## src/logic/cmc_pkg.sv

```systemverilog
// Constants, register map and sense codes for the cartridge move command block.
//----------------------------------------------------------------------------
//----------------------------------------------------------------------------
package cmc_pkg;

  // Register byte offsets.
  localparam logic [7:0] ADDR_TRANSPORT = 8'h00;
  localparam logic [7:0] ADDR_SOURCE    = 8'h04;
  localparam logic [7:0] ADDR_DEST      = 8'h08;
  localparam logic [7:0] ADDR_CONTROL   = 8'h0c;
  localparam logic [7:0] ADDR_GO        = 8'h10;
  localparam logic [7:0] ADDR_STATUS    = 8'h14;
  localparam logic [7:0] ADDR_CONFIG    = 8'h18;
  localparam logic [7:0] ADDR_HANDLER   = 8'h1c;
  localparam logic [7:0] ADDR_SENSE0    = 8'h20;
  localparam logic [7:0] ADDR_SENSE1    = 8'h24;

  // Field positions.
  localparam int CTRL_PORT_LSB  = 6;
  localparam int CTRL_INVERT    = 0;
  localparam int CFG_IMPORT     = 0;
  localparam int CFG_EXPORT     = 1;
  localparam int CFG_FRONT      = 2;
  localparam int CFG_PREVENT    = 3;
  localparam int CFG_W          = 4;
  localparam int STAT_BUSY      = 0;
  localparam int STAT_DONE      = 1;
  localparam int STAT_CHECK     = 2;
  localparam int STAT_PORT_EXT  = 3;

  // Reset values and the zero transport address.
  localparam logic [CFG_W-1:0] CONFIG_RESET  = 4'h3;
  localparam logic [15:0]      HANDLER_RESET = 16'h0001;
  localparam logic [15:0]      ADDR_ZERO     = 16'h0000;

  // Port control codes.
  localparam logic [1:0] PORT_NORMAL  = 2'b00;
  localparam logic [1:0] PORT_EXTEND  = 2'b01;
  localparam logic [1:0] PORT_RETRACT = 2'b10;
  localparam logic [1:0] PORT_ILLEGAL = 2'b11;

  // Element types reported by the inventory lookup.
  typedef enum logic [1:0] {
    CMC_EL_SLOT    = 2'b00,
    CMC_EL_PORT    = 2'b01,
    CMC_EL_DRIVE   = 2'b10,
    CMC_EL_HANDLER = 2'b11
  } cmc_elem_t;

  typedef enum logic [2:0] {
    CMC_IDLE   = 3'b000,
    CMC_CHK_T  = 3'b001,
    CMC_CHK_S  = 3'b010,
    CMC_CHK_D  = 3'b011,
    CMC_PICK   = 3'b100,
    CMC_INV_H1 = 3'b101,
    CMC_PLACE  = 3'b110,
    CMC_INV_H0 = 3'b111
  } cmc_state_t;

  typedef struct packed {
    logic [3:0]  key;
    logic [7:0]  asc;
    logic [7:0]  ascq;
    logic        cd;
    logic        bpv;
    logic [2:0]  bp;
    logic [15:0] fp;
  } cmc_sense_t;

  localparam cmc_sense_t SNS_NONE       = '{4'h0, 8'h00, 8'h00, 1'b0, 1'b0, 3'h0, 16'h0000};
  localparam cmc_sense_t SNS_NOT_READY  = '{4'h2, 8'h04, 8'h00, 1'b0, 1'b0, 3'h0, 16'h0000};
  localparam cmc_sense_t SNS_DST_FULL   = '{4'h5, 8'h3b, 8'h0d, 1'b1, 1'b0, 3'h0, 16'h0006};
  localparam cmc_sense_t SNS_SRC_EMPTY  = '{4'h5, 8'h3b, 8'h0e, 1'b1, 1'b0, 3'h0, 16'h0004};
  localparam cmc_sense_t SNS_PREVENTED  = '{4'h5, 8'h53, 8'h02, 1'b0, 1'b0, 3'h0, 16'h0000};
  localparam cmc_sense_t SNS_CFG_SRC    = '{4'h5, 8'h80, 8'h07, 1'b1, 1'b0, 3'h0, 16'h0004};
  localparam cmc_sense_t SNS_CFG_DST    = '{4'h5, 8'h80, 8'h07, 1'b1, 1'b0, 3'h0, 16'h0006};
  localparam cmc_sense_t SNS_CFG_PORT   = '{4'h5, 8'h80, 8'h07, 1'b1, 1'b1, 3'h7, 16'h000b};
  localparam cmc_sense_t SNS_ILLEGAL    = '{4'h5, 8'h24, 8'h00, 1'b1, 1'b1, 3'h7, 16'h000b};
  localparam cmc_sense_t SNS_BAD_TRANS  = '{4'h5, 8'h21, 8'h01, 1'b1, 1'b0, 3'h0, 16'h0002};
  localparam cmc_sense_t SNS_BAD_SRC    = '{4'h5, 8'h21, 8'h01, 1'b1, 1'b0, 3'h0, 16'h0004};
  localparam cmc_sense_t SNS_BAD_DST    = '{4'h5, 8'h21, 8'h01, 1'b1, 1'b0, 3'h0, 16'h0006};
  localparam cmc_sense_t SNS_NOT_EJECT  = '{4'h5, 8'h3b, 8'h90, 1'b1, 1'b0, 3'h0, 16'h0004};
  localparam cmc_sense_t SNS_HANDLER    = '{4'h5, 8'h80, 8'h01, 1'b1, 1'b0, 3'h0, 16'h0002};
  localparam cmc_sense_t SNS_NO_SRC_MAG = '{4'h5, 8'h80, 8'h03, 1'b0, 1'b0, 3'h0, 16'h0000};
  localparam cmc_sense_t SNS_NO_DST_MAG = '{4'h5, 8'h80, 8'h04, 1'b0, 1'b0, 3'h0, 16'h0000};
  localparam cmc_sense_t SNS_NO_SRC_DRV = '{4'h5, 8'h80, 8'h05, 1'b0, 1'b0, 3'h0, 16'h0000};
  localparam cmc_sense_t SNS_NO_DST_DRV = '{4'h5, 8'h80, 8'h06, 1'b0, 1'b0, 3'h0, 16'h0000};

endpackage

```

## src/logic/cmc_move.sv

```systemverilog
// Cartridge move command interpreter with its AHB-Lite register slave.
`timescale 1ns/100ps
`default_nettype none
module cmc_move #(
  parameter logic [15:0] HANDLER_DEFAULT = cmc_pkg::HANDLER_RESET  // Handler address after reset.
) (
  input  wire logic        hclk,           // System clock, 100 MHz.
  input  wire logic        hresetn,        // Asynchronous reset, active low.
  input  wire logic        hsel,           // Slave select.
  input  wire logic [31:0] haddr,          // Byte address.
  input  wire logic [1:0]  htrans,         // Transfer type.
  input  wire logic        hwrite,         // Write transfer.
  input  wire logic [2:0]  hsize,          // Transfer size, word only.
  input  wire logic [31:0] hwdata,         // Write data.
  input  wire logic        hready,         // Bus ready.
  output logic             hreadyout,      // Slave ready.
  output logic             hresp,          // Always OKAY.
  output logic [31:0]      hrdata,         // Read data.
  output logic [15:0]      q_addr,         // Element address looked up.
  input  wire logic        q_valid,        // Address names a real element.
  input  wire logic        q_full,         // Element holds a cartridge.
  input  wire logic [1:0]  q_type,         // Element type.
  input  wire logic        q_ejected,      // Drive tape is ejected.
  input  wire logic        q_installed,    // Magazine or drive is installed.
  input  wire logic        handler_full,   // Handler already holds a cartridge.
  output logic             pick_req,       // Request handler to take from pick_src.
  output logic [15:0]      pick_src,       // Source element of the move.
  input  wire logic        picked,         // Pulse: cartridge now in the handler.
  output logic             place_req,      // Request handler to place at place_dst.
  output logic [15:0]      place_dst,      // Destination element of the move.
  input  wire logic        placed,         // Pulse: cartridge now in destination.
  input  wire logic        move_fail,      // Pulse: no free slot or operator abort.
  output logic             inv_wr,         // Pulse: inventory update.
  output logic [15:0]      inv_addr,       // Element being updated.
  output logic             inv_full,       // New occupancy of that element.
  output logic             port_extended,  // Port commanded extended.
  input  wire logic        cart_inserted   // Pulse: cartridge inserted in port.
);

  //--------------------------------------------------------------------------
  // Bus slave
  //--------------------------------------------------------------------------
  logic        wr_pend_reg;
  logic        rd_pend_reg;
  logic        rd_wait_reg;
  logic [7:0]  dp_addr_reg;
  logic [31:0] hrdata_reg;
  logic [31:0] rd_mux;
  logic [15:0] trans_reg;
  logic [15:0] src_reg;
  logic [15:0] dst_reg;
  logic [7:0]  ctrl_reg;
  logic [cmc_pkg::CFG_W-1:0] cfg_reg;
  logic [15:0] handler_reg;
  logic        done_reg;
  logic        check_reg;
  logic        port_ext_reg;
  logic        port_ext_next;

  wire         addr_phase = hsel & htrans[1] & hready;
  wire         wr_now     = wr_pend_reg;
  wire         wr_trans   = wr_now & (dp_addr_reg == cmc_pkg::ADDR_TRANSPORT);
  wire         wr_src     = wr_now & (dp_addr_reg == cmc_pkg::ADDR_SOURCE);
  wire         wr_dst     = wr_now & (dp_addr_reg == cmc_pkg::ADDR_DEST);
  wire         wr_ctrl    = wr_now & (dp_addr_reg == cmc_pkg::ADDR_CONTROL);
  wire         wr_cfg     = wr_now & (dp_addr_reg == cmc_pkg::ADDR_CONFIG);
  wire         wr_hdl     = wr_now & (dp_addr_reg == cmc_pkg::ADDR_HANDLER);
  wire         wr_go      = wr_now & (dp_addr_reg == cmc_pkg::ADDR_GO) & hwdata[0];

  cmc_pkg::cmc_state_t state_reg;
  cmc_pkg::cmc_state_t state_next;
  cmc_pkg::cmc_sense_t sense_q;
  wire         busy  = (state_reg != cmc_pkg::CMC_IDLE);
  wire         start = wr_go & ~busy;

  assign hreadyout = ~(rd_pend_reg & ~rd_wait_reg);
  assign hresp     = 1'b0;
  assign hrdata    = hrdata_reg;

  always_comb begin
    rd_mux = 32'h0000_0000;
    if (dp_addr_reg == cmc_pkg::ADDR_TRANSPORT) begin
      rd_mux[15:0] = trans_reg;
    end else if (dp_addr_reg == cmc_pkg::ADDR_SOURCE) begin
      rd_mux[15:0] = src_reg;
    end else if (dp_addr_reg == cmc_pkg::ADDR_DEST) begin
      rd_mux[15:0] = dst_reg;
    end else if (dp_addr_reg == cmc_pkg::ADDR_CONTROL) begin
      rd_mux[7:0] = ctrl_reg;
    end else if (dp_addr_reg == cmc_pkg::ADDR_STATUS) begin
      rd_mux[cmc_pkg::STAT_BUSY]     = busy;
      rd_mux[cmc_pkg::STAT_DONE]     = done_reg;
      rd_mux[cmc_pkg::STAT_CHECK]    = check_reg;
      rd_mux[cmc_pkg::STAT_PORT_EXT] = port_ext_reg;
    end else if (dp_addr_reg == cmc_pkg::ADDR_CONFIG) begin
      rd_mux[cmc_pkg::CFG_W-1:0] = cfg_reg;
    end else if (dp_addr_reg == cmc_pkg::ADDR_HANDLER) begin
      rd_mux[15:0] = handler_reg;
    end else if (dp_addr_reg == cmc_pkg::ADDR_SENSE0) begin
      rd_mux = {1'b0, sense_q.bp, 2'b00, sense_q.bpv, sense_q.cd, sense_q.ascq, sense_q.asc, 4'h0, sense_q.key};
    end else if (dp_addr_reg == cmc_pkg::ADDR_SENSE1) begin
      rd_mux[15:0] = sense_q.fp;
    end
  end

  // Reads take one wait state so that a write just before is seen.
  always_ff @(posedge hclk or negedge hresetn) begin
    if (!hresetn) begin
      wr_pend_reg <= 1'b0;
      rd_pend_reg <= 1'b0;
      rd_wait_reg <= 1'b0;
      dp_addr_reg <= 8'h00;
      hrdata_reg  <= 32'h0000_0000;
    end else begin
      if (hreadyout) begin
        wr_pend_reg <= addr_phase & hwrite;
        rd_pend_reg <= addr_phase & ~hwrite;
        rd_wait_reg <= 1'b0;
        if (addr_phase) begin
          dp_addr_reg <= {haddr[7:2], 2'b00};
        end
      end else begin
        rd_wait_reg <= 1'b1;
        hrdata_reg  <= rd_mux;
      end
    end
  end

  always_ff @(posedge hclk or negedge hresetn) begin
    if (!hresetn) begin
      trans_reg   <= 16'h0000;
      src_reg     <= 16'h0000;
      dst_reg     <= 16'h0000;
      ctrl_reg    <= 8'h00;
      cfg_reg     <= cmc_pkg::CONFIG_RESET;
      handler_reg <= HANDLER_DEFAULT;
    end else begin
      if (wr_trans & ~busy) trans_reg <= hwdata[15:0];
      if (wr_src & ~busy) src_reg <= hwdata[15:0];
      if (wr_dst & ~busy) dst_reg <= hwdata[15:0];
      if (wr_ctrl & ~busy) ctrl_reg <= hwdata[7:0];
      if (wr_cfg) cfg_reg <= hwdata[cmc_pkg::CFG_W-1:0];
      if (wr_hdl) handler_reg <= hwdata[15:0];
    end
  end

  //--------------------------------------------------------------------------
  // Command checks
  //--------------------------------------------------------------------------
  wire [1:0]  port_code  = ctrl_reg[cmc_pkg::CTRL_PORT_LSB +: 2];
  wire        cfg_import = cfg_reg[cmc_pkg::CFG_IMPORT];
  wire        cfg_export = cfg_reg[cmc_pkg::CFG_EXPORT];
  wire        cfg_front  = cfg_reg[cmc_pkg::CFG_FRONT];
  wire        cfg_prev   = cfg_reg[cmc_pkg::CFG_PREVENT];
  wire        same_elem  = (src_reg == dst_reg);
  wire        is_slot    = (q_type == cmc_pkg::CMC_EL_SLOT);
  wire        is_port    = (q_type == cmc_pkg::CMC_EL_PORT);
  wire        is_drive   = (q_type == cmc_pkg::CMC_EL_DRIVE);
  wire        need_inst  = is_slot | is_drive;

  // Transport zero stands for the handler itself.
  wire        trans_bad  = (trans_reg != cmc_pkg::ADDR_ZERO) & (trans_reg != handler_reg);

  cmc_pkg::cmc_sense_t port_err;
  cmc_pkg::cmc_sense_t src_err;
  cmc_pkg::cmc_sense_t dst_err;

  // Port command errors, tested before any address field is looked at.
  assign port_err = (port_code == cmc_pkg::PORT_ILLEGAL) ? cmc_pkg::SNS_ILLEGAL :
                    cfg_front                            ? cmc_pkg::SNS_CFG_PORT :
                    ((port_code == cmc_pkg::PORT_EXTEND) & cfg_prev) ? cmc_pkg::SNS_PREVENTED :
                    cmc_pkg::SNS_NONE;

  assign src_err = ~q_valid                ? cmc_pkg::SNS_BAD_SRC :
                   (need_inst & ~q_installed) ? (is_slot ? cmc_pkg::SNS_NO_SRC_MAG
                                                         : cmc_pkg::SNS_NO_SRC_DRV) :
                   (is_port & ~cfg_import) ? cmc_pkg::SNS_CFG_SRC :
                   ~q_full                 ? cmc_pkg::SNS_SRC_EMPTY :
                   (is_drive & ~q_ejected) ? cmc_pkg::SNS_NOT_EJECT :
                   cmc_pkg::SNS_NONE;

  assign dst_err = ~q_valid                ? cmc_pkg::SNS_BAD_DST :
                   (need_inst & ~q_installed) ? (is_slot ? cmc_pkg::SNS_NO_DST_MAG
                                                         : cmc_pkg::SNS_NO_DST_DRV) :
                   (is_port & ~cfg_export) ? cmc_pkg::SNS_CFG_DST :
                   q_full                  ? cmc_pkg::SNS_DST_FULL :
                   handler_full            ? cmc_pkg::SNS_HANDLER :
                   cmc_pkg::SNS_NONE;

  wire port_fail = (port_err.key != 4'h0);
  wire src_fail  = (src_err.key != 4'h0);
  wire dst_fail  = (dst_err.key != 4'h0);

  //--------------------------------------------------------------------------
  // Sequencer
  //--------------------------------------------------------------------------
  logic                finish_good;
  logic                finish_bad;
  cmc_pkg::cmc_sense_t bad_sense;

  always_comb begin
    state_next  = state_reg;
    finish_good = 1'b0;
    finish_bad  = 1'b0;
    bad_sense   = cmc_pkg::SNS_NONE;
    case (state_reg)
      cmc_pkg::CMC_IDLE: begin
        if (start) begin
          state_next = cmc_pkg::CMC_CHK_T;
        end
      end
      cmc_pkg::CMC_CHK_T: begin
        if (port_code != cmc_pkg::PORT_NORMAL) begin
          state_next  = cmc_pkg::CMC_IDLE;
          finish_bad  = port_fail;
          finish_good = ~port_fail;
          bad_sense   = port_err;
        end else if (trans_bad) begin
          state_next = cmc_pkg::CMC_IDLE;
          finish_bad = 1'b1;
          bad_sense  = cmc_pkg::SNS_BAD_TRANS;
        end else begin
          state_next = cmc_pkg::CMC_CHK_S;
        end
      end
      cmc_pkg::CMC_CHK_S: begin
        if (src_fail) begin
          state_next = cmc_pkg::CMC_IDLE;
          finish_bad = 1'b1;
          bad_sense  = src_err;
        end else if (same_elem & ~is_drive) begin
          state_next  = cmc_pkg::CMC_IDLE;
          finish_good = 1'b1;
        end else if (same_elem) begin
          state_next = cmc_pkg::CMC_PICK;
        end else begin
          state_next = cmc_pkg::CMC_CHK_D;
        end
      end
      cmc_pkg::CMC_CHK_D: begin
        if (dst_fail) begin
          state_next = cmc_pkg::CMC_IDLE;
          finish_bad = 1'b1;
          bad_sense  = dst_err;
        end else begin
          state_next = cmc_pkg::CMC_PICK;
        end
      end
      cmc_pkg::CMC_PICK: begin
        if (move_fail) begin
          state_next = cmc_pkg::CMC_IDLE;
          finish_bad = 1'b1;
          bad_sense  = cmc_pkg::SNS_NOT_READY;
        end else if (picked) begin
          state_next = cmc_pkg::CMC_INV_H1;
        end
      end
      cmc_pkg::CMC_INV_H1: begin
        state_next = cmc_pkg::CMC_PLACE;
      end
      cmc_pkg::CMC_PLACE: begin
        if (move_fail) begin
          state_next = cmc_pkg::CMC_IDLE;
          finish_bad = 1'b1;
          bad_sense  = cmc_pkg::SNS_NOT_READY;
        end else if (placed) begin
          state_next = cmc_pkg::CMC_INV_H0;
        end
      end
      cmc_pkg::CMC_INV_H0: begin
        state_next  = cmc_pkg::CMC_IDLE;
        finish_good = 1'b1;
      end
      default: begin
        state_next = cmc_pkg::CMC_IDLE;
      end
    endcase
  end

  // Lookup address follows the element under test.
  assign q_addr    = (state_reg == cmc_pkg::CMC_CHK_D) ? dst_reg : src_reg;
  assign pick_req  = (state_reg == cmc_pkg::CMC_PICK);
  assign place_req = (state_reg == cmc_pkg::CMC_PLACE);
  assign pick_src  = src_reg;
  assign place_dst = dst_reg;

  // Inventory steps: source empty, handler full, handler empty, destination full.
  wire step_pick  = (state_reg == cmc_pkg::CMC_PICK) & picked & ~move_fail;
  wire step_place = (state_reg == cmc_pkg::CMC_PLACE) & placed & ~move_fail;
  wire step_h1    = (state_reg == cmc_pkg::CMC_INV_H1);
  wire step_h0    = (state_reg == cmc_pkg::CMC_INV_H0);
  logic        inv_wr_reg;
  logic [15:0] inv_addr_reg;
  logic        inv_full_reg;

  always_ff @(posedge hclk or negedge hresetn) begin
    if (!hresetn) begin
      inv_wr_reg   <= 1'b0;
      inv_addr_reg <= 16'h0000;
      inv_full_reg <= 1'b0;
    end else begin
      inv_wr_reg   <= step_pick | step_h1 | step_place | step_h0;
      inv_addr_reg <= step_pick ? src_reg : ((step_h1 | step_place) ? handler_reg : dst_reg);
      inv_full_reg <= step_h1 | step_h0;
    end
  end

  assign inv_wr   = inv_wr_reg;
  assign inv_addr = inv_addr_reg;
  assign inv_full = inv_full_reg;

  // Port state; extend wins over an insertion in the same cycle.
  wire port_ok  = (state_reg == cmc_pkg::CMC_CHK_T) & ~port_fail;
  wire do_ext   = port_ok & (port_code == cmc_pkg::PORT_EXTEND);
  wire do_ret   = port_ok & (port_code == cmc_pkg::PORT_RETRACT);
  assign port_ext_next = do_ext ? 1'b1 : ((do_ret | cart_inserted) ? 1'b0 : port_ext_reg);
  assign port_extended = port_ext_reg;

  always_ff @(posedge hclk or negedge hresetn) begin
    if (!hresetn) begin
      state_reg    <= cmc_pkg::CMC_IDLE;
      done_reg     <= 1'b0;
      check_reg    <= 1'b0;
      port_ext_reg <= 1'b0;
    end else begin
      state_reg    <= state_next;
      port_ext_reg <= port_ext_next;
      done_reg     <= (finish_good | finish_bad) | (done_reg & ~start);
      check_reg    <= finish_bad | (check_reg & ~start);
    end
  end

  cmc_sense_latch u_sense (
    .hclk      (hclk),
    .hresetn   (hresetn),
    .set       (finish_bad),
    .sense_in  (bad_sense),
    .sense_out (sense_q)
  );

endmodule
`default_nettype wire

```

## src/logic/cmc_sense_latch.sv

```systemverilog
// Holder for the sense data of the most recent failed command.
`timescale 1ns/100ps
`default_nettype none
module cmc_sense_latch (
  input  wire logic                hclk,      // System clock.
  input  wire logic                hresetn,   // Asynchronous reset, active low.
  input  wire logic                set,       // Latch new sense data.
  input  wire cmc_pkg::cmc_sense_t sense_in,  // Sense data to latch.
  output cmc_pkg::cmc_sense_t      sense_out  // Latched sense data.
);

  cmc_pkg::cmc_sense_t sense_reg;
  cmc_pkg::cmc_sense_t sense_next;

  assign sense_next = set ? sense_in : sense_reg;
  assign sense_out  = sense_reg;

  always_ff @(posedge hclk or negedge hresetn) begin
    if (!hresetn) begin
      sense_reg <= cmc_pkg::SNS_NONE;
    end else begin
      sense_reg <= sense_next;
    end
  end

endmodule
`default_nettype wire

```

## config.mk

```make
export PLATFORM = sky130hd
export DESIGN_NAME = cmc_move
export DESIGN_NICKNAME = d
export VERILOG_FILES = /design/src/logic/cmc_pkg.sv /design/src/logic/cmc_move.sv /design/src/logic/cmc_sense_latch.sv
export SDC_FILE = /design/constraint.sdc
export NUM_CORES = 1
export LEC_CHECK = 0
export ABC_AREA = 0
export BUFFER_PORTS_ARGS = -buffer_cell sky130_fd_sc_hd__buf_4
export CAP_MARGIN = 25
export CORE_ASPECT_RATIO = 0.7
export CORE_MARGIN = 2
export CORE_UTILIZATION = 43
export DETAILED_ROUTE_END_ITERATION = 6
export PLACE_DENSITY = 0.66
export SLEW_MARGIN = 0
export SYNTH_ARGS = -nofsm -noshare
export SYNTH_HDL_FRONTEND = slang
export SYNTH_SLANG_ARGS = --single-unit
```

## constraint.sdc

```tcl
create_clock -name hclk -period 2.2 [get_ports hclk]
set_input_delay 0.11 -clock hclk [delete_from_list [all_inputs] [get_ports hclk]]
set_output_delay 0.11 -clock hclk [all_outputs]
set_load 0.05 [all_outputs]
```

# Word level (Yosys, flattened, before mapping)
# Cells that the tools add are included.
[word_totals] ff_bits=182 latch_bits=0 ramBits=0 romBits=0 out_inout_bits=103 memories=0
[op_classes] addsub=0 mul=0 n_div=0 magnitude_cmp=0 n_eq_ne=26 shift=0 n_mux=66 n_bitwise=56 reduce_logical=13
[ops] op="40-bit two-way mux" n=17
[ops] op="16-bit two-way mux" n=11
[ops] op="40-bit case mux with 4 select lines" n=1
[ops] op="27-bit two-way mux" n=2
[ops] op="23-bit two-way mux" n=2
[ops] op="15-bit two-way mux" n=3
[ops] op="39-bit two-way mux" n=1
[ops] op="1-bit bitwise AND" n=34
[ops] op="3-bit two-way mux" n=9
[ops] op="6-bit by 3-bit equality test with 1-bit output (second input constant)" n=4
[ops] op="24-bit two-way mux" n=1
[ops] op="3-bit case mux with 8 select lines" n=1
[ops] op="16-bit equality test" n=1
[ops] op="16-bit inequality test" n=1
[ops] op="16-bit nonzero test" n=1
[ops] op="3-bit equality test (second input constant)" n=4
[ops] op="6-bit by 2-bit equality test with 1-bit output (second input constant)" n=2
[ops] op="6-bit by 4-bit equality test with 1-bit output (second input constant)" n=2
[ops] op="1-bit NOT" n=12
[ops] op="4-bit nonzero test" n=3
[ops] op="1-bit two-way mux" n=11
[ops] op="1-bit bitwise OR" n=10
[ops] op="8-bit zero test" n=1
[ops] op="4-bit two-way mux" n=2
[ops] op="other kinds (18)" n=25

# Logic depth before layout (Yosys ltp)
[depth] depth_word=12 mapped_depth=9

# By module
# Synthesis repeated with hierarchy kept, for this count alone.
[unflattened] cells_unflattened=796 area_unflattened_um2=9311.4
[modules_own_cells] module="cmc_move" instances=1 cells_per_inst=709 area_per_inst_um2=7582.3 seq_area_each_um2=3457.1
[modules_own_cells] module="cmc_sense_latch" instances=1 cells_per_inst=87 area_per_inst_um2=1729.2 seq_area_each_um2=1026.0

# Least setup slack after synthesis
# OpenSTA, ideal clock, no wires.
[synth_timing] path_kind="register -> output" startpoint="register state_reg[1]" endpoint="output port q_addr[1]" arrival_time_ps=2204 required_time_ps=2090 path_slack_ps=-114 stages_incl_launch_ff=6 path_cell_list="dfrtp_1 > buf_2 > buf_1 > nand3b_1 > clkbuf_1 > o21ai_0"
[synth_via] elab_chain_cells=2
[synth_rtl] item="start: declaration" line_no="cmc_move.sv:70" rtl="cmc_pkg::cmc_state_t state_reg;"
[synth_rtl] item="start signal: assignment" line_no="cmc_move.sv:321" rtl="state_reg <= cmc_pkg::CMC_IDLE;"
[synth_rtl] item="start signal: assignment" line_no="cmc_move.sv:326" rtl="state_reg <= state_next;"
[synth_rtl] item="3-bit by 2-bit equality test with 1-bit output" line_no="cmc_move.sv:281" rtl="assign q_addr = (state_reg == cmc_pkg::CMC_CHK_D) ? dst_reg : src_reg;"
[synth_rtl] item="16-bit two-way mux" line_no="cmc_move.sv:281"
[synth_rtl] item="end: declaration" line_no="cmc_move.sv:19" rtl="output logic [15:0] q_addr,"
# No other way between the ends.

# Worst setup path after layout
[layout_timing] startpoint="register trans_reg[5]" endpoint="register u_sense.sense_reg, in the netlist u_sense.sense_out[21]"
[layout_via] elab_chain_cells=5 elab_cells_between_ends=9
[layout_rtl] item="start: declaration" line_no="cmc_move.sv:49" rtl="logic [15:0] trans_reg;"
[layout_rtl] item="start signal: assignment" line_no="cmc_move.sv:138" rtl="if (wr_trans & ~busy) trans_reg <= hwdata[15:0];"
[layout_rtl] item="16-bit inequality test / 16-bit nonzero test (equally long branches)" line_no="cmc_move.sv:162" rtl="wire trans_bad = (trans_reg != cmc_pkg::ADDR_ZERO) & (trans_reg != handler_reg);"
[layout_rtl] item="1-bit bitwise AND (*)" line_no="cmc_move.sv:162"
[layout_rtl] item="40-bit two-way mux / 1-bit two-way mux (equally long branches)" line_no="cmc_move.sv:218" rtl="end else if (trans_bad) begin"
[layout_rtl] item="40-bit two-way mux / 1-bit two-way mux (equally long branches)" line_no="cmc_move.sv:213" rtl="if (port_code != cmc_pkg::PORT_NORMAL) begin"
[layout_rtl] item="40-bit case mux with 4 select lines / 1-bit case mux with 4 select lines (equally long branches)" line_no="cmc_move.sv:206" rtl="case (state_reg)"
[layout_rtl] item="end signal: assignment" line_no="cmc_sense_latch.sv:20" rtl="sense_reg <= cmc_pkg::SNS_NONE;"
[layout_rtl] item="end signal: assignment" line_no="cmc_sense_latch.sv:22" rtl="sense_reg <= sense_next;"
[layout_rtl] item="end: declaration" line_no="cmc_sense_latch.sv:12" rtl="cmc_pkg::cmc_sense_t sense_reg;"
# Mark *: on every way between the ends. The rest lies on a longest branch, timed or not.
# A chain may end at the register's enable or synchronous reset.

==> results.json <==
{
  "arrival_ps": 2580,
  "die-width_um": 165,
  "dieArea_um2": 19200,
  "worstSkewPairLatency_ps": 420,
  "rsz0062_at_grt": "yes",
  "violations": "negative setup slack",
  "drt_iter0_drc": 644,
  "end_kind": "register",
  "vias": 6697,
  "fmax_mhz": 439,
  "antenna_found_initial": 0,
  "cts_buffer_depth": 2,
  "numClockSinks": 150,
  "ys.flop_type": "dfrtp_1",
  "grt_pass1_vias": 6247,
  "ctsHtreeMaxLevel": 4,
  "die_y_um": 117,
  "layout.cells.non_filler": 1222,
  "fin_crit_sh_pct": 104,
  "startpoint_type": "register",
  "ys_top_cells_by_area": "dfrtp_1, mux2_2, nand2_1",
  "hold_violations": 0,
  "yosys.area.top_type": "dfrtp_1",
  "dp.cells": 1156,
  "drive_gt1_share_pct": 36.6,
  "syn_area_um2": 7800,
  "grt_usage_pct": 25.3,
  "skew_ps": 8.63,
  "fin_area_um2": 10500,
  "cts_inserted_buffers": 17,
  "drc": 0,
  "wire_per_inst_um": 19.5,
  "place.gp.congestion": 0.908,
  "ir_drop_uv": 770,
  "yosysMostFrequentCell": "dfrtp_1",
  "setup_ws_ps": -78.5,
  "nets": 1059,
  "p_leak_nw": 4.73,
  "antennaDiodeCount": 0,
  "io_pins": 188,
  "antenna_left": 0,
  "via_per_inst": 5.48,
  "cts_tree": "yes",
  "ys_warn_count": 0,
  "routed_wl_um": 23900,
  "core-area_um2": 17900,
  "clk_pin_slew_ps": 60,
  "io_buffers": 135,
  "netlist_instances": 757,
  "dpl.hpwl_um": 17200,
  "cap_violations": 0,
  "timing_worst_setup_path_type": "register to register",
  "setup_viol": 7,
  "synth_cell_type_count": 69,
  "status": "complete, but fails checks",
  "root_buffer": "clkbuf_16",
  "synth-edff-count": 0,
  "yosys.area.top_type_share_pct": 47.2,
  "synth_seq_cells": 150,
  "synth_common_cells": "dfrtp_1, nand2_1, mux2_2",
  "hold_class": "input pin to register",
  "dpl_cell_area_um2": 9490,
  "async_flop_share_pct": 100,
  "fin_crit_ps": 2280,
  "critPathRequiredTime_ps": 2500,
  "cp_max_fo": 6,
  "grt_pass1_wl_um": 36300,
  "synthToLayoutAreaGrowth_pct": 34.2,
  "fill_cells": 1503,
  "initial_core_util_pct": 43.6,
  "dpl_worst_slack_ps": -47.9,
  "slew_viol_final": 0,
  "fp-row-count": 41,
  "yosysSeqAreaShare_pct": 48.2,
  "dr.pass1.iters": 5,
  "power_density_nw_per_um2": 1140,
  "avgSynthCellArea_um2": 10.3,
  "grt_max_degree": 66,
  "largest_register_ffs": 23,
  "overflow": 0
}
cells in the final DEF (no fill, tap or decap), types with 12 or more instances in the layout:
cell type	n
mux2_2	81
dlygate4sd3_1	26
xnor2_1	17
xor2_1	15
clkbuf_16	17
mux2i_1	22
nand3_1	13
nor2_1	29
a21oi_1	26
inv_1	12
buf_4	213
dfrtp_1	147
o21ai_0	57
nand2_1	127
cell families after synthesis:
kind of cell,synth area share [%]
AO/OA/AOI/OAI,12.4
XOR/XNOR,3.71
buffers and inverters,4.04
flip-flops,48.2
multiplexers,15.7
other,0.0481
AND/OR/NAND/NOR,15.9
cell type report:
class                   count  area (µm²)  area share (%)
inverters                  12        45.0           0.431
clock buffers              21         480            4.59
repair buffers            246        1970            18.9
well taps                 236         295            2.82
flip-flops and latches    150        3760            35.9
clock inverters            10         123            1.17
multi-input cells         547        3790            36.2
what timing repair did:
action / 4_1_cts / 5_1_grt
resized for setup: 4 / 5
hold endpoints to repair: 124 / 0
setup endpoints to repair: 4 / 19
pin swaps: 5 / 5
hold buffers: 26 / 0
buffers inserted: 7 / 2
path summary, 6_finish.rpt:
check,from,end,slack (ps),depth (start not counted)
worst min register to register,hrdata[17],hrdata[17],470,2
worst max-delay path,trans_reg[5],u_sense.sense_out[21],-80,8
max in group asynchronous,hresetn,place_dst[6],1320,3
worst max register to register,trans_reg[5],u_sense.sense_out[21],-80,8
worst min-delay path,cart_inserted,port_extended,20,4
min in group asynchronous,hresetn,inv_addr[0],210,2
power by group:
group	switching [mW]	internal [mW]	total [mW]	leakage (nW)
sequential	0.611	3.37	3.98	1.83
clock	1.17	1.79	2.96	0.287
combinational	3.16	1.86	5.02	2.62
routing by layer:
metal,global-route usage [%],wire length (µm),vias up
li1,-,-,3122
met5,0,0,-
met1,38.9,11500,3260
met2,37.0,10200,296
met4,4.46,273,0
met3,5.65,1890,19
critical path, cell delays in order, from the launching register on:
cell     delay, ps
dfrtp_1        390
buf_4          140
nor4_1         230
buf_4          160
nand4_1        170
o311a_1        190
a21bo_4        250
a21oi_4        260
mux2_2         370
through the flow:
step	utilization (%)	power, mW	setup TNS, ps	hold slack [ps]
CTS	58.2	11.9	-191	11.7
finish	58.4	12.0	-314	15.6
detailed placement	53.0	8.83	-93.8	78.8
global placement	53.0	8.78	-78.2	77.2
global route	58.4	12.5	-2060	29.1
floorplan	-	7.04	-228	-186
No activity file was read; power rests on OpenSTA's default activity.
